`config.mk`:
```
export PLATFORM = sky130hd
export DESIGN_NAME = mrc_ctrl
export DESIGN_NICKNAME = d
export VERILOG_FILES = /design/src/mrc_pkg.sv /design/src/mrc_ctrl.sv
export VERILOG_INCLUDE_DIRS = /design/src
export SDC_FILE = /design/constraint.sdc
export NUM_CORES = 1
export LEC_CHECK = 0
export ABC_AREA = 1
export BUFFER_PORTS_ARGS = -buffer_cell sky130_fd_sc_hd__buf_4
export CELL_PAD_IN_SITES_DETAIL_PLACEMENT = 0
export CELL_PAD_IN_SITES_GLOBAL_PLACEMENT = 1
export CORE_UTILIZATION = 25
export CTS_BUF_LIST = sky130_fd_sc_hd__clkbuf_2
export CTS_CLUSTER_SIZE = 20
export DETAILED_ROUTE_END_ITERATION = 10
export PLACE_DENSITY = 0.63
export SETUP_SLACK_MARGIN = 0.02
export SYNTH_ARGS = -nofsm -noshare
export SYNTH_HDL_FRONTEND = slang
export SYNTH_SLANG_ARGS = --single-unit
export TNS_END_PERCENT = 10
```
`constraint.sdc`:
```
create_clock -name mclk -period 4 [get_ports mclk]
set_input_delay 0 -clock mclk [delete_from_list [all_inputs] [get_ports mclk]]
set_output_delay 0 -clock mclk [all_outputs]
set_load 0.005 [all_outputs]
```
`src/mrc_defs.svh`:
```
// mrc_defs.svh: timing counts and code points for the multicore reset controller
// assumes: included by mrc_pkg.sv and mrc_ctrl.sv, single reference clock at 200 MHz
`ifndef MRC_DEFS_SVH
`define MRC_DEFS_SVH

`define MRC_CLK_MHZ 200
`define MRC_WARM_MIN_CYC 24
`define MRC_POR_PAUSE_CYC 10
`define MRC_SOFT_PAUSE_CYC 8
`define MRC_INIT_CYC_DEF 64
`define MRC_NMI_DELAY_DEF 16
`define MRC_NCORE_DEF 2
`define MRC_WD_ACT_LOCAL 2'h0
`define MRC_WD_ACT_NMI 2'h1
`define MRC_WD_ACT_NMI_LOCAL 2'h2
`define MRC_WD_ACT_HARD 2'h3
`define MRC_CFG_PIN 0
`define MRC_CFG_SW 1
`define MRC_CFG_WD 2
`define MRC_SYNC_W 3

`endif

```
`src/mrc_pkg.sv`:
```
// mrc_pkg.sv: types of the multicore reset controller
// assumes: mrc_defs.svh sits beside it
`include "mrc_defs.svh"

package mrc_pkg;
    // gray coded along por -> init -> pause -> run
    typedef enum logic [2:0] {
        MRC_ST_POR = 3'h0,
        MRC_ST_INIT = 3'h1,
        MRC_ST_PAUSE = 3'h3,
        MRC_ST_RUN = 3'h2,
        MRC_ST_WARM = 3'h6
    } mrc_state_t;

    typedef enum logic [1:0] {
        MRC_RT_NONE = 2'h0,
        MRC_RT_POR = 2'h1,
        MRC_RT_HARD = 2'h2,
        MRC_RT_SOFT = 2'h3
    } mrc_rtype_t;

    // reset domain outputs that travel together
    typedef struct packed {
        logic por_dom_rst;
        logic hard_dom_rst;
        logic soft_dom_rst;
        logic pins_hiz;
        logic cfg_latch;
        logic rom_boot;
        logic pll_bypass;
        logic clk_pause;
    } mrc_dom_t;
endpackage
```
`src/mrc_ctrl.sv`:
```
// mrc_ctrl.sv: multicore reset controller, sequencing and distribution of reset
// assumes: one reference clock mclk; pins arrive asynchronous, requests from mclk logic
//
// Behaviour
// - low power-on or full-reset pin gives total reset, latches config, starts rom boot
// - hard reset resets all but plls, test, emulation and isolation logic
// - pin, software, watchdog, emulation request hard; config turns first three soft
// - status output low once reset, high only after initialization completes
// - hard and soft resets keep the earlier latched boot configuration
// - soft reset keeps memory-interface registers; only ddr and pcie machines reset
// - soft reset keeps peripheral clock/power enables, plls locked, clocks running
// - soft reset ends with about 8 cycle clock pause, boot after restart
// - power-on puts main clock controller in bypass; other resets leave it alone
// - pins high-impedance while power-on pin low, reset state on release
// - after power-on all power-managed peripherals disabled until software enables
// - power-on release latches sampled pins, plls start locking, init starts
// - after power-on init clocks pause 10 cycles, restart at default dividers
// - reset released only when power-on and warm pins both high
// - local reset hits only its core, no rom boot, status unchanged
// - watchdog timeout gives local, nmi, nmi then local, or hard reset
// - simultaneous requests: only the highest ranked acts, power-on first
// - during warm reset affected modules' pins are high-impedance
`timescale 1ns/1ps
`default_nettype none
`include "mrc_defs.svh"

module mrc_ctrl #(
    parameter int NCORE = `MRC_NCORE_DEF,
    parameter int INIT_CYC = `MRC_INIT_CYC_DEF,
    parameter int NMI_DELAY = `MRC_NMI_DELAY_DEF,
    parameter int CFG_W = 16
) (
    input wire logic mclk,
    input wire logic rst,
    input wire logic por_n,
    input wire logic full_chip_reset_n,
    input wire logic warm_reset_n,
    input wire logic [NCORE-1:0] core_local_reset_n,
    input wire logic [CFG_W-1:0] boot_cfg_pins,
    input wire logic sw_reset_req,
    input wire logic emu_reset_req,
    input wire logic [2:0] reset_type_config_reg,
    input wire logic wd_timeout,
    input wire logic [2:0] core_select_field,
    input wire logic [1:0] watchdog_reset_config_reg,
    input wire logic [NCORE-1:0] local_power_sleep_ctrl_core_reset,
    output logic reset_status_n,
    output logic [CFG_W-1:0] device_status_reg,
    output mrc_pkg::mrc_dom_t dom,
    output logic ddr_pcie_sm_rst,
    output logic periph_pwr_rst,
    output logic [NCORE-1:0] core_rst,
    output logic [NCORE-1:0] core_nmi,
    output mrc_pkg::mrc_rtype_t last_reset_type
);
    localparam int CW = 16;
    localparam logic [CW-1:0] INIT_LAST = CW'(INIT_CYC - 1);
    localparam logic [CW-1:0] POR_PAUSE_LAST = CW'(`MRC_POR_PAUSE_CYC - 1);
    localparam logic [CW-1:0] SOFT_PAUSE_LAST = CW'(`MRC_SOFT_PAUSE_CYC - 1);
    localparam logic [CW-1:0] NMI_LAST = CW'(NMI_DELAY - 1);

    initial begin
        if (NCORE < 1 || NCORE > 8 || INIT_CYC < 1 || NMI_DELAY < 1 || INIT_CYC > 65535)
            $error("mrc_ctrl: parameter out of range");
    end

    // three-stage pin synchronisers; a change counts when stages two and three agree
    function automatic logic settled(input logic [`MRC_SYNC_W-1:0] s, input logic old);
        settled = (s[1] == s[2]) ? s[2] : old;
    endfunction

    logic [`MRC_SYNC_W-1:0] por_s_r, full_s_r, warm_s_r;
    logic por_q_r, full_q_r, warm_q_r;

    // pins idle high, so synchronisers reset high
    always_ff @(posedge mclk or posedge rst) begin
        if (rst) begin
            por_s_r <= '1;
            full_s_r <= '1;
            warm_s_r <= '1;
        end else begin
            por_s_r <= {por_s_r[1:0], por_n};
            full_s_r <= {full_s_r[1:0], full_chip_reset_n};
            warm_s_r <= {warm_s_r[1:0], warm_reset_n};
        end
    end

    always_ff @(posedge mclk or posedge rst) begin
        if (rst) begin
            por_q_r <= 1'b0;
            full_q_r <= 1'b1;
            warm_q_r <= 1'b1;
        end else begin
            por_q_r <= settled(por_s_r, por_q_r);
            full_q_r <= settled(full_s_r, full_q_r);
            warm_q_r <= settled(warm_s_r, warm_q_r);
        end
    end

    // local reset pins, one synchroniser per core
    logic [NCORE-1:0] loc_q_r;
    genvar g;
    generate
        for (g = 0; g < NCORE; g++) begin : g_loc
            logic [`MRC_SYNC_W-1:0] s_r;
            always_ff @(posedge mclk or posedge rst) begin
                if (rst) begin
                    s_r <= '1;
                    loc_q_r[g] <= 1'b1;
                end else begin
                    s_r <= {s_r[1:0], core_local_reset_n[g]};
                    loc_q_r[g] <= settled(s_r, loc_q_r[g]);
                end
            end
        end
    endgenerate

    // internal requests are same-clock; edge-detect so each is taken once
    logic sw_d_r, emu_d_r, wd_d_r;
    always_ff @(posedge mclk or posedge rst) begin
        if (rst) begin
            sw_d_r <= 1'b0;
            emu_d_r <= 1'b0;
            wd_d_r <= 1'b0;
        end else begin
            sw_d_r <= sw_reset_req;
            emu_d_r <= emu_reset_req;
            wd_d_r <= wd_timeout;
        end
    end
    logic sw_ev, emu_ev, wd_ev;
    assign sw_ev = sw_reset_req & ~sw_d_r;
    assign emu_ev = emu_reset_req & ~emu_d_r;
    assign wd_ev = wd_timeout & ~wd_d_r;

    logic wd_hard;
    assign wd_hard = wd_ev && (watchdog_reset_config_reg == `MRC_WD_ACT_HARD);

    // request classification and priority
    logic por_req, warm_low;
    logic hard_req, soft_req;
    assign por_req = ~por_q_r | ~full_q_r;
    // warm pin taken as a level, so a low that outlasts a pause still resets
    assign warm_low = ~warm_q_r;
    // emulation is always hard; other three follow their config bit
    assign hard_req = emu_ev
        | (warm_low & ~reset_type_config_reg[`MRC_CFG_PIN])
        | (sw_ev & ~reset_type_config_reg[`MRC_CFG_SW])
        | (wd_hard & ~reset_type_config_reg[`MRC_CFG_WD]);
    assign soft_req = (warm_low & reset_type_config_reg[`MRC_CFG_PIN])
        | (sw_ev & reset_type_config_reg[`MRC_CFG_SW])
        | (wd_hard & reset_type_config_reg[`MRC_CFG_WD]);

    mrc_pkg::mrc_state_t st_r;
    mrc_pkg::mrc_rtype_t typ_r;
    logic [CW-1:0] cnt_r;
    logic init_done, pause_done;
    assign init_done = (cnt_r == INIT_LAST);
    assign pause_done = (typ_r == mrc_pkg::MRC_RT_SOFT) ? (cnt_r == SOFT_PAUSE_LAST)
                                                       : (cnt_r == POR_PAUSE_LAST);

    // main sequencer; power-on beats hard beats soft
    always_ff @(posedge mclk or posedge rst) begin
        if (rst) begin
            st_r <= mrc_pkg::MRC_ST_POR;
            typ_r <= mrc_pkg::MRC_RT_POR;
            cnt_r <= '0;
        end else if (por_req) begin
            st_r <= mrc_pkg::MRC_ST_POR;
            typ_r <= mrc_pkg::MRC_RT_POR;
            cnt_r <= '0;
        end else begin
            case (st_r)
                mrc_pkg::MRC_ST_POR: begin
                    // leave only once the warm pin is also high
                    if (warm_q_r) st_r <= mrc_pkg::MRC_ST_INIT;
                    cnt_r <= '0;
                end
                mrc_pkg::MRC_ST_WARM: begin
                    if (warm_q_r) st_r <= mrc_pkg::MRC_ST_INIT;
                    cnt_r <= '0;
                end
                mrc_pkg::MRC_ST_INIT: begin
                    if (!warm_q_r) begin
                        st_r <= mrc_pkg::MRC_ST_WARM;
                        cnt_r <= '0;
                    end else if (init_done) begin
                        // hard reset leaves clocking alone, so no pause
                        st_r <= (typ_r == mrc_pkg::MRC_RT_HARD) ? mrc_pkg::MRC_ST_RUN
                                                                 : mrc_pkg::MRC_ST_PAUSE;
                        cnt_r <= '0;
                    end else cnt_r <= cnt_r + CW'(1);
                end
                mrc_pkg::MRC_ST_PAUSE: begin
                    if (pause_done) st_r <= mrc_pkg::MRC_ST_RUN;
                    cnt_r <= pause_done ? '0 : cnt_r + CW'(1);
                end
                mrc_pkg::MRC_ST_RUN: begin
                    cnt_r <= '0;
                    if (hard_req) begin
                        st_r <= mrc_pkg::MRC_ST_WARM;
                        typ_r <= mrc_pkg::MRC_RT_HARD;
                    end else if (soft_req) begin
                        st_r <= mrc_pkg::MRC_ST_WARM;
                        typ_r <= mrc_pkg::MRC_RT_SOFT;
                    end
                end
                default: begin
                    st_r <= mrc_pkg::MRC_ST_POR;
                    typ_r <= mrc_pkg::MRC_RT_POR;
                    cnt_r <= '0;
                end
            endcase
        end
    end

    // boot configuration caught on every release of power-on or full reset, with the warm pin high
    logic cfg_take;
    assign cfg_take = (st_r == mrc_pkg::MRC_ST_POR) && !por_req && warm_q_r;
    always_ff @(posedge mclk or posedge rst) begin
        if (rst) device_status_reg <= '0;
        else if (cfg_take) device_status_reg <= boot_cfg_pins;
    end

    // domain outputs, registered
    logic in_rst, is_por, is_soft;
    assign in_rst = (st_r == mrc_pkg::MRC_ST_POR) || (st_r == mrc_pkg::MRC_ST_WARM)
                    || (st_r == mrc_pkg::MRC_ST_INIT);
    assign is_por = (typ_r == mrc_pkg::MRC_RT_POR);
    assign is_soft = (typ_r == mrc_pkg::MRC_RT_SOFT);
    always_ff @(posedge mclk or posedge rst) begin
        if (rst) begin
            dom <= '{1'b1, 1'b1, 1'b1, 1'b1, 1'b0, 1'b0, 1'b1, 1'b0};
            reset_status_n <= 1'b0;
            ddr_pcie_sm_rst <= 1'b1;
            periph_pwr_rst <= 1'b1;
            last_reset_type <= mrc_pkg::MRC_RT_POR;
        end else begin
            dom.por_dom_rst <= (st_r == mrc_pkg::MRC_ST_POR);
            dom.hard_dom_rst <= in_rst && !is_soft;
            dom.soft_dom_rst <= in_rst;
            // pins float while power-on is held and during warm reset
            dom.pins_hiz <= (st_r == mrc_pkg::MRC_ST_POR) || (st_r == mrc_pkg::MRC_ST_WARM);
            dom.cfg_latch <= cfg_take;
            // boot as the paused clocks restart, or straight after hard init
            dom.rom_boot <= (st_r == mrc_pkg::MRC_ST_RUN && dom.clk_pause)
                            || (st_r == mrc_pkg::MRC_ST_INIT && init_done
                                && typ_r == mrc_pkg::MRC_RT_HARD && warm_q_r);
            // bypass only from power-on until first pause ends
            dom.pll_bypass <= is_por && (st_r != mrc_pkg::MRC_ST_RUN);
            // held for every cycle of the pause state, full count
            dom.clk_pause <= (st_r == mrc_pkg::MRC_ST_PAUSE);
            // status low while reset, high at end of initialization
            reset_status_n <= !in_rst;
            ddr_pcie_sm_rst <= in_rst;
            // peripheral enables cleared by power-on and hard, kept by soft
            periph_pwr_rst <= in_rst && !is_soft;
            if (in_rst) last_reset_type <= typ_r;
        end
    end

    // per-core local reset and watchdog nmi paths; status untouched
    logic nmi_wait_r;
    logic [CW-1:0] nmi_cnt_r;
    logic [2:0] nmi_core_r;
    always_ff @(posedge mclk or posedge rst) begin
        if (rst) begin
            nmi_wait_r <= 1'b0;
            nmi_cnt_r <= '0;
            nmi_core_r <= '0;
        end else if (wd_ev && watchdog_reset_config_reg == `MRC_WD_ACT_NMI_LOCAL) begin
            nmi_wait_r <= 1'b1;
            nmi_cnt_r <= '0;
            nmi_core_r <= core_select_field;
        end else if (nmi_wait_r) begin
            nmi_wait_r <= (nmi_cnt_r != NMI_LAST);
            nmi_cnt_r <= nmi_cnt_r + CW'(1);
        end
    end

    generate
        for (g = 0; g < NCORE; g++) begin : g_core
            logic sel, nmi_fire, loc_fire;
            assign sel = (core_select_field == 3'(g));
            assign nmi_fire = wd_ev && sel && (watchdog_reset_config_reg == `MRC_WD_ACT_NMI
                || watchdog_reset_config_reg == `MRC_WD_ACT_NMI_LOCAL);
            assign loc_fire = (wd_ev && sel && watchdog_reset_config_reg == `MRC_WD_ACT_LOCAL)
                || (nmi_wait_r && nmi_cnt_r == NMI_LAST && nmi_core_r == 3'(g));
            always_ff @(posedge mclk or posedge rst) begin
                if (rst) begin
                    core_rst[g] <= 1'b1;
                    core_nmi[g] <= 1'b0;
                end else begin
                    // level sources plus one-cycle watchdog pulse
                    core_rst[g] <= in_rst || !loc_q_r[g] || local_power_sleep_ctrl_core_reset[g] || loc_fire;
                    core_nmi[g] <= nmi_fire;
                end
            end
        end
    endgenerate
endmodule // mrc_ctrl
`default_nettype wire

```
==> results of run 1 <==
## path summary, 6_finish.rpt
path,start,endpoint,slack (ns)
min reg2reg,g_loc[1].s_r[0]$_DFF_PP1_,g_loc[1].s_r[1]$_DFF_PP1_,0.36
max,wd_timeout,typ_r[0]$_DFFE_PP1P_,1.64
max reg2reg,warm_q_r$_DFFE_PP1N_,typ_r[0]$_DFFE_PP1P_,1.80
max in group asynchronous,rst,cnt_r[7]$_DFF_PP0_,2.32
min,core_local_reset_n[1],g_loc[1].s_r[0]$_DFF_PP1_,0.09
min in group asynchronous,rst,reset_status_n$_DFF_PP0_,0.60
## Yosys cell counts, drive strengths merged, types with 2 or more instances
cell type and number:
maj3 5, buf 6, ha 5, a31oi 2, xor2 5, o21ai 21
nor4 2, nand2 79, nor3 12, nand4 17, nor2 68, clkbuf 2
xnor2 3, nand3 25, a21oi 11, dfstp 28, dfrtp 67, o21bai 2
inv 55, mux2 16
## worst register-to-register path, delay by kind of cell (launching register included)
kind                   cells  cell delay (ns)
AO/OA/AOI/OAI              1             0.12
AND/OR/NAND/NOR            3             0.27
buffers and inverters      2             1.16
flip-flops                 1             0.61
## power breakdown
group	internal (uW)	total (uW)	leakage [uW]	switching, uW
sequential	1150	1260	0.00117	119
clock	83.0	399	0.0000635	316
combinational	341	597	0.00135	256
total	1570	2260	0.00258	690
## metal layers
metal	routed length, um	up-vias	track usage, %
met5	0	-	0
met3	402	12	3.68
met2	4490	64	18.7
li1	-	1649	-
met4	114	0	3.19
met1	4260	1551	14.4
## kinds of logic after synthesis
logic type | share of synthesized area [%]
buffers and inverters | 6.53
muxes | 4.98
DFF | 56.2
xor gates and xnor gates | 1.63
adders and majority gates | 2.62
and+or+nand+nor | 22.9
AOI/OAI and AO/OA | 5.16
## layout by cell type, fill, tap and decap left out, types with 4 or more instances in the layout
cell / instances
maj3_1: 5
nand3_2: 4
nor2_4: 4
inv_2: 4
dfrtp_1: 67
nor2_1: 54
nand2_1: 77
ha_1: 5
nor2_2: 9
dlygate4sd3_1: 43
xor2_1: 5
inv_1: 50
a21oi_1: 11
mux2_4: 9
clkbuf_2: 10
nor3_1: 11
nand3_1: 21
o21ai_0: 21
mux2_2: 7
nand4_1: 17
buf_4: 69
dfstp_2: 28
## repair_timing
item / CTS / global route
endpoints found under the setup margin: 0 / 0
hold buffers: 42 / 1
buffers inserted: 0 / 0
endpoints found under the hold margin: 81 / 1
## final cells by class
| type | instances | area [um^2] |
|---|---|---|
| clock buffer | 10 | 50.0 |
| sequential | 95 | 2410 |
| tap | 220 | 275 |
| clock inverter | 6 | 36.3 |
| multi-input combinational | 280 | 1600 |
| inverter | 55 | 209 |
| timing repair buffer | 112 | 948 |
| fill | 1758 | 11200 |
## stage by stage
stage | hold WS [ns] | total power, uW | utilization [%] | std cells | setup WS, ns
after detailed placement | 0.109 | 1860 | 30.0 | 719 | 1.91
after global placement | 0.0961 | 1850 | 30.0 | 719 | 2.01
after floorplan | 0.00448 | 1580 | - | 438 | 1.57
final | 0.0915 | 2260 | 33.1 | 778 | 1.64
after CTS | 0.0143 | 2310 | 33.1 | 777 | 1.81
after global routing | 0.0151 | 2420 | 33.1 | 778 | 1.63
==> flow_metrics.env, run 1 <==
export IMPL_cp_end_kind="register"
export IMPL_root_buffer="clkbuf_2"
export IMPL_synth_nets=479
export IMPL_grt_pass1_vias=3266
export IMPL_synth_edf_count=0
export IMPL_cts_sinks=95
export IMPL_synth_area_per_cell_um2=9.80
export IMPL_cp_common_cell="dlygate4sd3_1"
export IMPL_viasPerCell=4.21
export IMPL_io_pins=69
export IMPL_dieArea_um2=17700
export IMPL_cts_htree_levels=3
export IMPL_power_density_nw_per_um2=408
export IMPL_die_w_um=133
export IMPL_clkLatencyLatePin_ns=0.57
export IMPL_fmax_mhz=424
export IMPL_hold_viol_final=0
export IMPL_overflow=0
export IMPL_hold_class="primary input to register"
export IMPL_layout_min_cycle_time_ns=2.36
export IMPL_grt_usage_pct=11.4
export IMPL_arrival_ns=2.88
export IMPL_fin_skew_ns=0.0217
export IMPL_required_ns=4.52
export IMPL_cts_tree="yes"
export IMPL_antenna_left=0
export IMPL_cts_path_max_buffers=2
export IMPL_ys_ff_latch=95
export IMPL_setup_viol=0
export IMPL_portBuffers=68
export IMPL_max_slew_margin_pct=32.9
export IMPL_cpMaxStageDelayCell="dlygate4sd3_1"
export IMPL_syn_area_um2=4290
export IMPL_yosys_area_top_type_share_pct=39.0
export IMPL_path_delay_family="buffers and inverters"
export IMPL_drc=0
export IMPL_avgRoutedWirePerCell_um=11.9
export IMPL_core_um2=16700
export IMPL_cp_num_buf_inv=5
export IMPL_cpPeakStageDelay_ns=0.60
export IMPL_p_leak_uw=0.00258
export IMPL_path_clk_slew_ns=0.23
export IMPL_hold_depth=2
export IMPL_rsz0062_at_grt="false"
export IMPL_hpwl_um=6560
export IMPL_final_setup_tns_ns=0
export IMPL_maxCapViolCount=0
export IMPL_fin_crit_sh_pct=58.9
export IMPL_async_flop_share_pct=100
export IMPL_layout_nets=594
export IMPL_placed_area_um2=5020
export IMPL_path_max_fanout=3
export IMPL_ys_top_cells_by_area="dfrtp_1 39%, dfstp_2 17%, nand2_1 6.7%"
export IMPL_final_cell_area_um2=5530
export IMPL_slew_violations=0
export IMPL_tightest_slew_ns=1.00
export IMPL_path_depth=10
export IMPL_drive_gt1_share_pct=28.0
export IMPL_yosysSeqAreaShare_pct=56.2
export IMPL_start_kind="primary input"
export IMPL_grt_max_degree=50
export IMPL_fp_row_count=47
export IMPL_status="complete, no violations"
export IMPL_synth_top_area_cell="dfrtp_1"
export IMPL_drt_iter0_drc=102
export IMPL_yosys_cell_types_count=39
export IMPL_antenna_found_initial=0
export IMPL_vias=3276
export IMPL_synthCells=438
export IMPL_synth_top_flop_cell="dfrtp_1"
export IMPL_ys_warnings_count=0
export IMPL_grt_pass1_wl_um=15900
export IMPL_wirelength_um=9260
export IMPL_cts_made_buffers=9
export IMPL_ir_drop_uv=202
export IMPL_gp_congestion=0.778
export IMPL_worstSetupPathType="primary input to register"
export IMPL_postCtsResizedCells=0
export IMPL_start_util_pct=25.7
export IMPL_cp_cell_sequence="dlygate4sd3_1 -> dlygate4sd3_1 -> buf_4 -> nand3_1 -> nor2_1 -> nor3_1 -> dlygate4sd3_1 -> nor3_1 -> a21oi_1 -> dlygate4sd3_1"
export IMPL_antenna_cells=0
export IMPL_dr_pass1_iters=4
export IMPL_reg2reg_depth=6
export IMPL_die_h_um=133
export IMPL_area_delta_synth_final_pct=28.8
Note: power is estimated with default switching activity, not from simulation.
==> inputs of run 2 (changes only) <==
- PLACE_DENSITY: 0.63 -> 0.64
- clock period: 4 -> 2.1 ns (I/O delays scaled with it)
==> run 2 against run 1 <==
Sequential cell count unchanged. Power grew 110%. Combinational power up 94%. Clock skew is 0.017 ns higher. Clock-buffer cell count shrank 1. Final cell count is 0.26% higher. First-iteration DRC count grew 48%. Critical endpoint is now core_rst[1]$_DFF_PP1_. Largest cell class unchanged. Highest routed layer unchanged.
==> flow_metrics.env, run 2 (synthesis gave the netlist of run 1 again) <==
export IMPL_status="complete, no violations"
export IMPL_grt_pass1_wl_um=16300
export IMPL_required_ns=2.64
export IMPL_cts_sinks=95
export IMPL_fin_crit_sh_pct=91.9
export IMPL_top_layer="met4"
export IMPL_antenna_left=0
export IMPL_power_density_nw_per_um2=856
export IMPL_power_switching_uw=1380
export IMPL_avgRoutedWirePerCell_um=12.4
export IMPL_drt_iter0_drc=151
export IMPL_cp_common_cell="nand2_1"
export IMPL_n_fill_cell=1725
export IMPL_setup_viol=0
export IMPL_seqPwrFrac_pct=49.8
export IMPL_drc=0
export IMPL_hold_class="primary input to asynchronous set/reset pin"
export IMPL_max_slew_margin_pct=59.3
export IMPL_io_pins=69
export IMPL_met2WireLength_um=4640
export IMPL_core_um2=16700
export IMPL_overflow=0
export IMPL_cp_end_kind="register"
export IMPL_rsz0062_at_grt="false"
export IMPL_die_w_um=133
export IMPL_pre_cts_ws_ns=0.379
export IMPL_cpMaxStageDelayCell="dlygate4sd3_1"
export IMPL_cts_made_buffers=9
export IMPL_utilization_pct=34.0
export IMPL_cts_tree="yes"
export IMPL_start_kind="register"
export IMPL_drive_gt1_share_pct=28.7
export IMPL_maxCapViolCount=0
export IMPL_p_leak_uw=0.00262
export IMPL_cts_path_max_buffers=2
export IMPL_power_frac_comb_pct=23.9
export IMPL_vias=3330
export IMPL_root_buffer="clkbuf_2"
export IMPL_grt_usage_pct=11.6
export IMPL_tightest_slew_ns=0.605
export IMPL_path_max_fanout=8
export IMPL_gp_congestion=0.805
export IMPL_area_delta_synth_final_pct=32.1
export IMPL_slew_violations=0
export IMPL_worstSetupPathType="register to register"
export IMPL_wirelength_um=9650
export IMPL_path_clk_slew_ns=0.28
export IMPL_antenna_cells=0
export IMPL_cts_htree_levels=3
export IMPL_internal_power_uw=3480
export IMPL_antenna_found_initial=0
export IMPL_clkLatencyLatePin_ns=0.60
export IMPL_portBuffers=68
export IMPL_grt_max_degree=96
export IMPL_dieArea_um2=17700
export IMPL_grt_pass1_vias=3372
export IMPL_dr_pass1_iters=4
export IMPL_cpPeakStageDelay_ns=0.57
export IMPL_final_setup_tns_ns=0
export IMPL_final_cell_area_um2=5670
export IMPL_fp_row_count=47
export IMPL_layout_commonest_cell="nand2_1"
export IMPL_hpwl_um=6650
export IMPL_sw_frac_of_total_pct=28.4
export IMPL_wl_met1_um=4510
export IMPL_cp_cell_sequence="inv_2 -> nand2_4 -> nand2_2 -> inv_1 -> nand2_1 -> inv_4 -> nand2_1 -> nor3_1 -> dlygate4sd3_1 -> nand2_1"
export IMPL_hold_viol_final=0
export IMPL_fmax_mhz=518
export IMPL_fin_skew_ns=0.0387
export IMPL_arrival_ns=2.47
export IMPL_setup_ws_ns=0.170
export IMPL_viasPerCell=4.27
export IMPL_ir_drop_uv=379
export IMPL_start_util_pct=25.7
export IMPL_final_cell_mix="76 x nand2_1, 71 x buf_4, 67 x dfrtp_1, 54 x nor2_1, 50 x inv_1"
export IMPL_clkPwrFrac_pct=26.2
export IMPL_p_total_uw=4860
export IMPL_layout_nets=596
export IMPL_placed_area_um2=5050
export IMPL_dr_wl_met3_um=330
export IMPL_die_h_um=133
export IMPL_layout_min_cycle_time_ns=1.93
[run 2: cell type report]
class	count	area (um^2)	share of cell area, %
Timing Repair Buffer	114	973	17.2
Multi-Input combinational cell	280	1610	28.4
Clock inverter	7	145	2.56
Sequential cell	95	2410	42.5
Inverter	55	213	3.75
Tap cell	220	275	4.85
Clock buffer	9	45.0	0.794
[run 2: worst paths after layout]
kind | endpoint | cells past startpoint | startpoint | slack [ns]
worst max-delay path | core_rst[1]$_DFF_PP1_ | 10 | st_r[0]$_DFFE_PP0P_ | 0.17
worst min-delay path | nmi_cnt_r[12]$_DFFE_PP0P_ | 4 | rst | 0.02
worst max register to register | core_rst[1]$_DFF_PP1_ | 10 | st_r[0]$_DFFE_PP0P_ | 0.17
worst min register to register | warm_s_r[1]$_DFF_PP1_ | 0 | warm_s_r[0]$_DFF_PP1_ | 0.37
max in group asynchronous | dom[7]$_DFF_PP1_ | 4 | rst | 1.61
min in group mclk | wd_d_r$_DFF_PP0_ | 2 | wd_timeout | 0.08
[run 2: timing repair]
action / in CTS / in global routing
resized for setup: 0 / 3
hold buffers: 43 / 0
buffers inserted: 0 / 0
hold endpoints to repair: 134 / 0
endpoints found under the setup margin: 0 / 2
[run 2: layer usage]
| metal | vias up | global-route usage, % |
|---|---|---|
| li1 | 1653 | - |
| met5 | - | 0 |
| met3 | 14 | 2.41 |
| met1 | 1605 | 14.7 |
| met4 | 0 | 5.43 |
| met2 | 58 | 19.0 |
[run 2: critical path: cells and delay by family (launching register included)]
| kind | cells | cell delay, ns |
|---|---|---|
| and+or+nand+nor | 6 | 0.55 |
| DFF | 1 | 0.47 |
| buffers and inverters | 4 | 0.88 |
[run 2: through the flow]
stage / instances / hold WS [ns]
final: 780 / 0.0166
after global routing: 780 / 0.0277
after CTS: 781 / 0.00301
after detailed placement: 722 / 0.111
after global placement: 722 / 0.110
after floorplan: 438 / 0.00448
[run 2: power by group through the flow]
stage / Clock (uW) / Combinational, uW / Sequential [uW]
floorplan: 0 / 604 / 2400
global placement: 0 / 1080 / 2440
detailed placement: 0 / 1100 / 2450
CTS: 1340 / 1170 / 2420
global route: 1410 / 1290 / 2460
finish: 1270 / 1160 / 2420
==> inputs of run 3 (changes only) <==
- ABC_AREA: 1 -> default
- CTS_CLUSTER_DIAMETER: default -> 100
- MAX_ROUTING_LAYER: default -> met4
==> run 3 against run 2 <==
Fmax decreased by 4.1%. Non-clock buffer count increased by 2. Cell area decreased by 7.9%. Setup slack got worse by 0.083 ns. Sequential cell count unchanged. Register-to-register slack got worse by 0.08 ns. Core utilization increased by 0.27 points. Critical path depth decreased by 5. Power decreased by 13%. Hold slack improved by 0.087 ns. Clock skew decreased by 0.0092 ns. Largest cell class unchanged.
==> flow_metrics.env, run 3 <==
export IMPL_status="complete, no violations"
export IMPL_async_flop_share_pct=100
export IMPL_die_h_um=127
export IMPL_portBuffers=68
export IMPL_cts_setup_buffers=0
export IMPL_netlist_top_cells_count="67 x dfrtp_1, 42 x nor2_1, 28 x dfstp_2"
export IMPL_reg2reg_depth=5
export IMPL_synth_edf_count=0
export IMPL_yosys_cell_types_count=45
export IMPL_fmax_mhz=497
export IMPL_syn_area_um2=3930
export IMPL_holdPathEnd="g_loc[0].s_r[0]$_DFF_PP1_"
export IMPL_path_max_fanout=3
export IMPL_cts_tree="yes"
export IMPL_antenna_cells=0
export IMPL_placed_area_um2=4750
export IMPL_rr_endpoint="st_r[2]$_DFFE_PP0P_"
export IMPL_grt_usage_pct=11.3
export IMPL_slew_violations=0
export IMPL_rsz0062_at_grt="true"
export IMPL_p_leak_uw=0.00230
export IMPL_ys_ff_latch=95
export IMPL_max_slew_margin_pct=54.4
export IMPL_synth_nets=370
export IMPL_maxCapViolCount=0
export IMPL_final_cell_area_um2=5220
export IMPL_wirelength_um=8170
export IMPL_synth_area_per_cell_um2=11.9
export IMPL_io_pins=69
export IMPL_yosysMostFrequentCell="dfrtp_1"
export IMPL_power_density_nw_per_um2=812
export IMPL_fin_skew_ns=0.0294
export IMPL_cts_made_buffers=9
export IMPL_avgRoutedWirePerCell_um=12.3
export IMPL_start_kind="register"
export IMPL_ys_warnings_count=0
export IMPL_ys_top_cells_by_area="dfrtp_1 43%, dfstp_2 19%, mux2_2 5.5%"
export IMPL_hold_class="primary input to register"
export IMPL_final_cell_mix="78 x buf_4, 67 x dfrtp_1, 42 x nor2_1, 37 x dlygate4sd3_1, 28 x dfstp_2"
export IMPL_antenna_left=0
export IMPL_final_setup_tns_ns=0
export IMPL_reg2reg_from="cnt_r[8]$_DFF_PP0_"
export IMPL_overflow=0
export IMPL_drc=0
export IMPL_yosysSeqAreaShare_pct=61.5
export IMPL_reg2reg_setup_slack_ns=0.09
export IMPL_hold_viol_final=0
export IMPL_viasPerCell=4.25
export IMPL_drt_iter0_drc=121
export IMPL_clkLatencyLatePin_ns=0.54
export IMPL_synthCells=329
export IMPL_p_total_uw=4240
export IMPL_cts_htree_levels=3
export IMPL_synth_top_flop_cell="dfrtp_1"
export IMPL_cts_sinks=95
export IMPL_fin_crit_sh_pct=95.9
export IMPL_die_w_um=127
export IMPL_grt_pass1_vias=2962
export IMPL_layout_commonest_cell="buf_4"
export IMPL_hpwl_um=5760
export IMPL_start_util_pct=25.7
export IMPL_root_buffer="clkbuf_2"
export IMPL_gp_congestion=0.743
export IMPL_yosys_area_top_type_share_pct=42.7
export IMPL_grt_max_degree=38
export IMPL_grt_pass1_wl_um=14000
export IMPL_required_ns=2.54
export IMPL_core_um2=15300
export IMPL_tightest_slew_ns=0.679
export IMPL_cts_path_max_buffers=2
export IMPL_hp_start="core_local_reset_n[0]"
export IMPL_drive_gt1_share_pct=32.7
export IMPL_layout_nets=488
export IMPL_cp_end_kind="register"
export IMPL_layout_min_cycle_time_ns=2.01
export IMPL_antenna_found_initial=0
export IMPL_fp_row_count=45
export IMPL_ir_drop_uv=394
export IMPL_arrival_ns=2.45
export IMPL_hold_depth=2
export IMPL_setup_viol=0
export IMPL_path_clk_slew_ns=0.26
export IMPL_synth_top_area_cell="dfrtp_1"
export IMPL_vias=2816
export IMPL_worstSetupPathType="register to register"
export IMPL_area_delta_synth_final_pct=33.1
export IMPL_dr_pass1_iters=5
export IMPL_dieArea_um2=16200
[run 3: cell count changes after synthesis, sizes merged, moves of 13 or more]
| cell | previous run | this run |
|---|---|---|
| o21ai | 21 | 8 |
| nand2 | 79 | 23 |
| xor2 | 5 | 18 |
| inv | 55 | 11 |
| nand3 | 25 | 9 |
| nor2 | 68 | 43 |
[run 3: cell type report]
type	count	area, um^2
repair buffers	116	976
flip-flops and latches	95	2410
inverters	11	45.0
clock inverters	6	45.0
multi-input cells	214	1430
fillers	1519	10000
clock buffers	10	50.0
well taps	211	264
[run 3: where the power goes]
group	internal, uW	switching, uW	total (uW)	leakage [uW]
combinational	632	410	1040	0.00107
clock	172	609	781	0.0000667
sequential	2190	225	2420	0.00116
[run 3: cells by family (layout without fill, tap and decap cells)]
| family | count (synthesis) | after routing | synth area share (%) |
|---|---|---|---|
| buffers and inverters | 20 | 143 | 2.36 |
| flip-flops | 95 | 95 | 61.5 |
| adder cells (fa/ha/maj) | 10 | 10 | 2.87 |
| multiplexers | 20 | 20 | 5.71 |
| XOR/XNOR | 27 | 27 | 6.02 |
| AO/OA/AOI/OAI | 31 | 31 | 5.23 |
| AND/OR/NAND/NOR | 126 | 126 | 16.4 |
[run 3: how the worst max path moves through the flow]
| stage | start | to | depth (start not counted) |
|---|---|---|---|
| final | cnt_r[8]$_DFF_PP0_ | st_r[2]$_DFFE_PP0P_ | 5 |
| after global routing | cnt_r[8]$_DFF_PP0_ | st_r[0]$_DFFE_PP0P_ | 6 |
| after CTS | wd_d_r$_DFF_PP0_ | core_nmi[0]$_DFF_PP0_ | 5 |
| after detailed placement | cnt_r[8]$_DFF_PP0_ | st_r[2]$_DFFE_PP0P_ | 5 |
| after global placement | cnt_r[8]$_DFF_PP0_ | st_r[2]$_DFFE_PP0P_ | 5 |
| after floorplan | cnt_r[8]$_DFF_PP0_ | st_r[0]$_DFFE_PP0P_ | 6 |
[run 3: per-stage QoR]
step	hold slack, ns	setup WS [ns]	instances	utilization (%)
after floorplan	0.00448	0.225	329	-
after global placement	0.0719	0.176	610	31.1
after detailed placement	0.0762	0.145	610	31.1
after CTS	0.0227	0.0746	663	34.2
after global routing	0.00772	0.00287	663	34.2
final	0.104	0.0870	663	34.2
[run 3: metal layers]
layer / vias up / GRT usage [%] / wire, um
li1: 1363 / - / -
met5: - / - / 0
met3: 6 / 2.97 / 268
met1: 1393 / 13.7 / 3730
met4: 0 / 3.22 / 68
met2: 54 / 18.6 / 4100
[run 3: what timing repair did]
item,in CTS,in global routing
gates resized for setup,0,2
hold buffers,37,0
endpoints found under the setup margin,0,7
hold endpoints to repair,110,0
[run 3: critical path: stages (launching register included)]
cell     delay [ns]
dfrtp_1        0.47
or4_4          0.56
nor4_4         0.31
a31oi_2        0.18
o31ai_1        0.29
o41ai_1        0.11
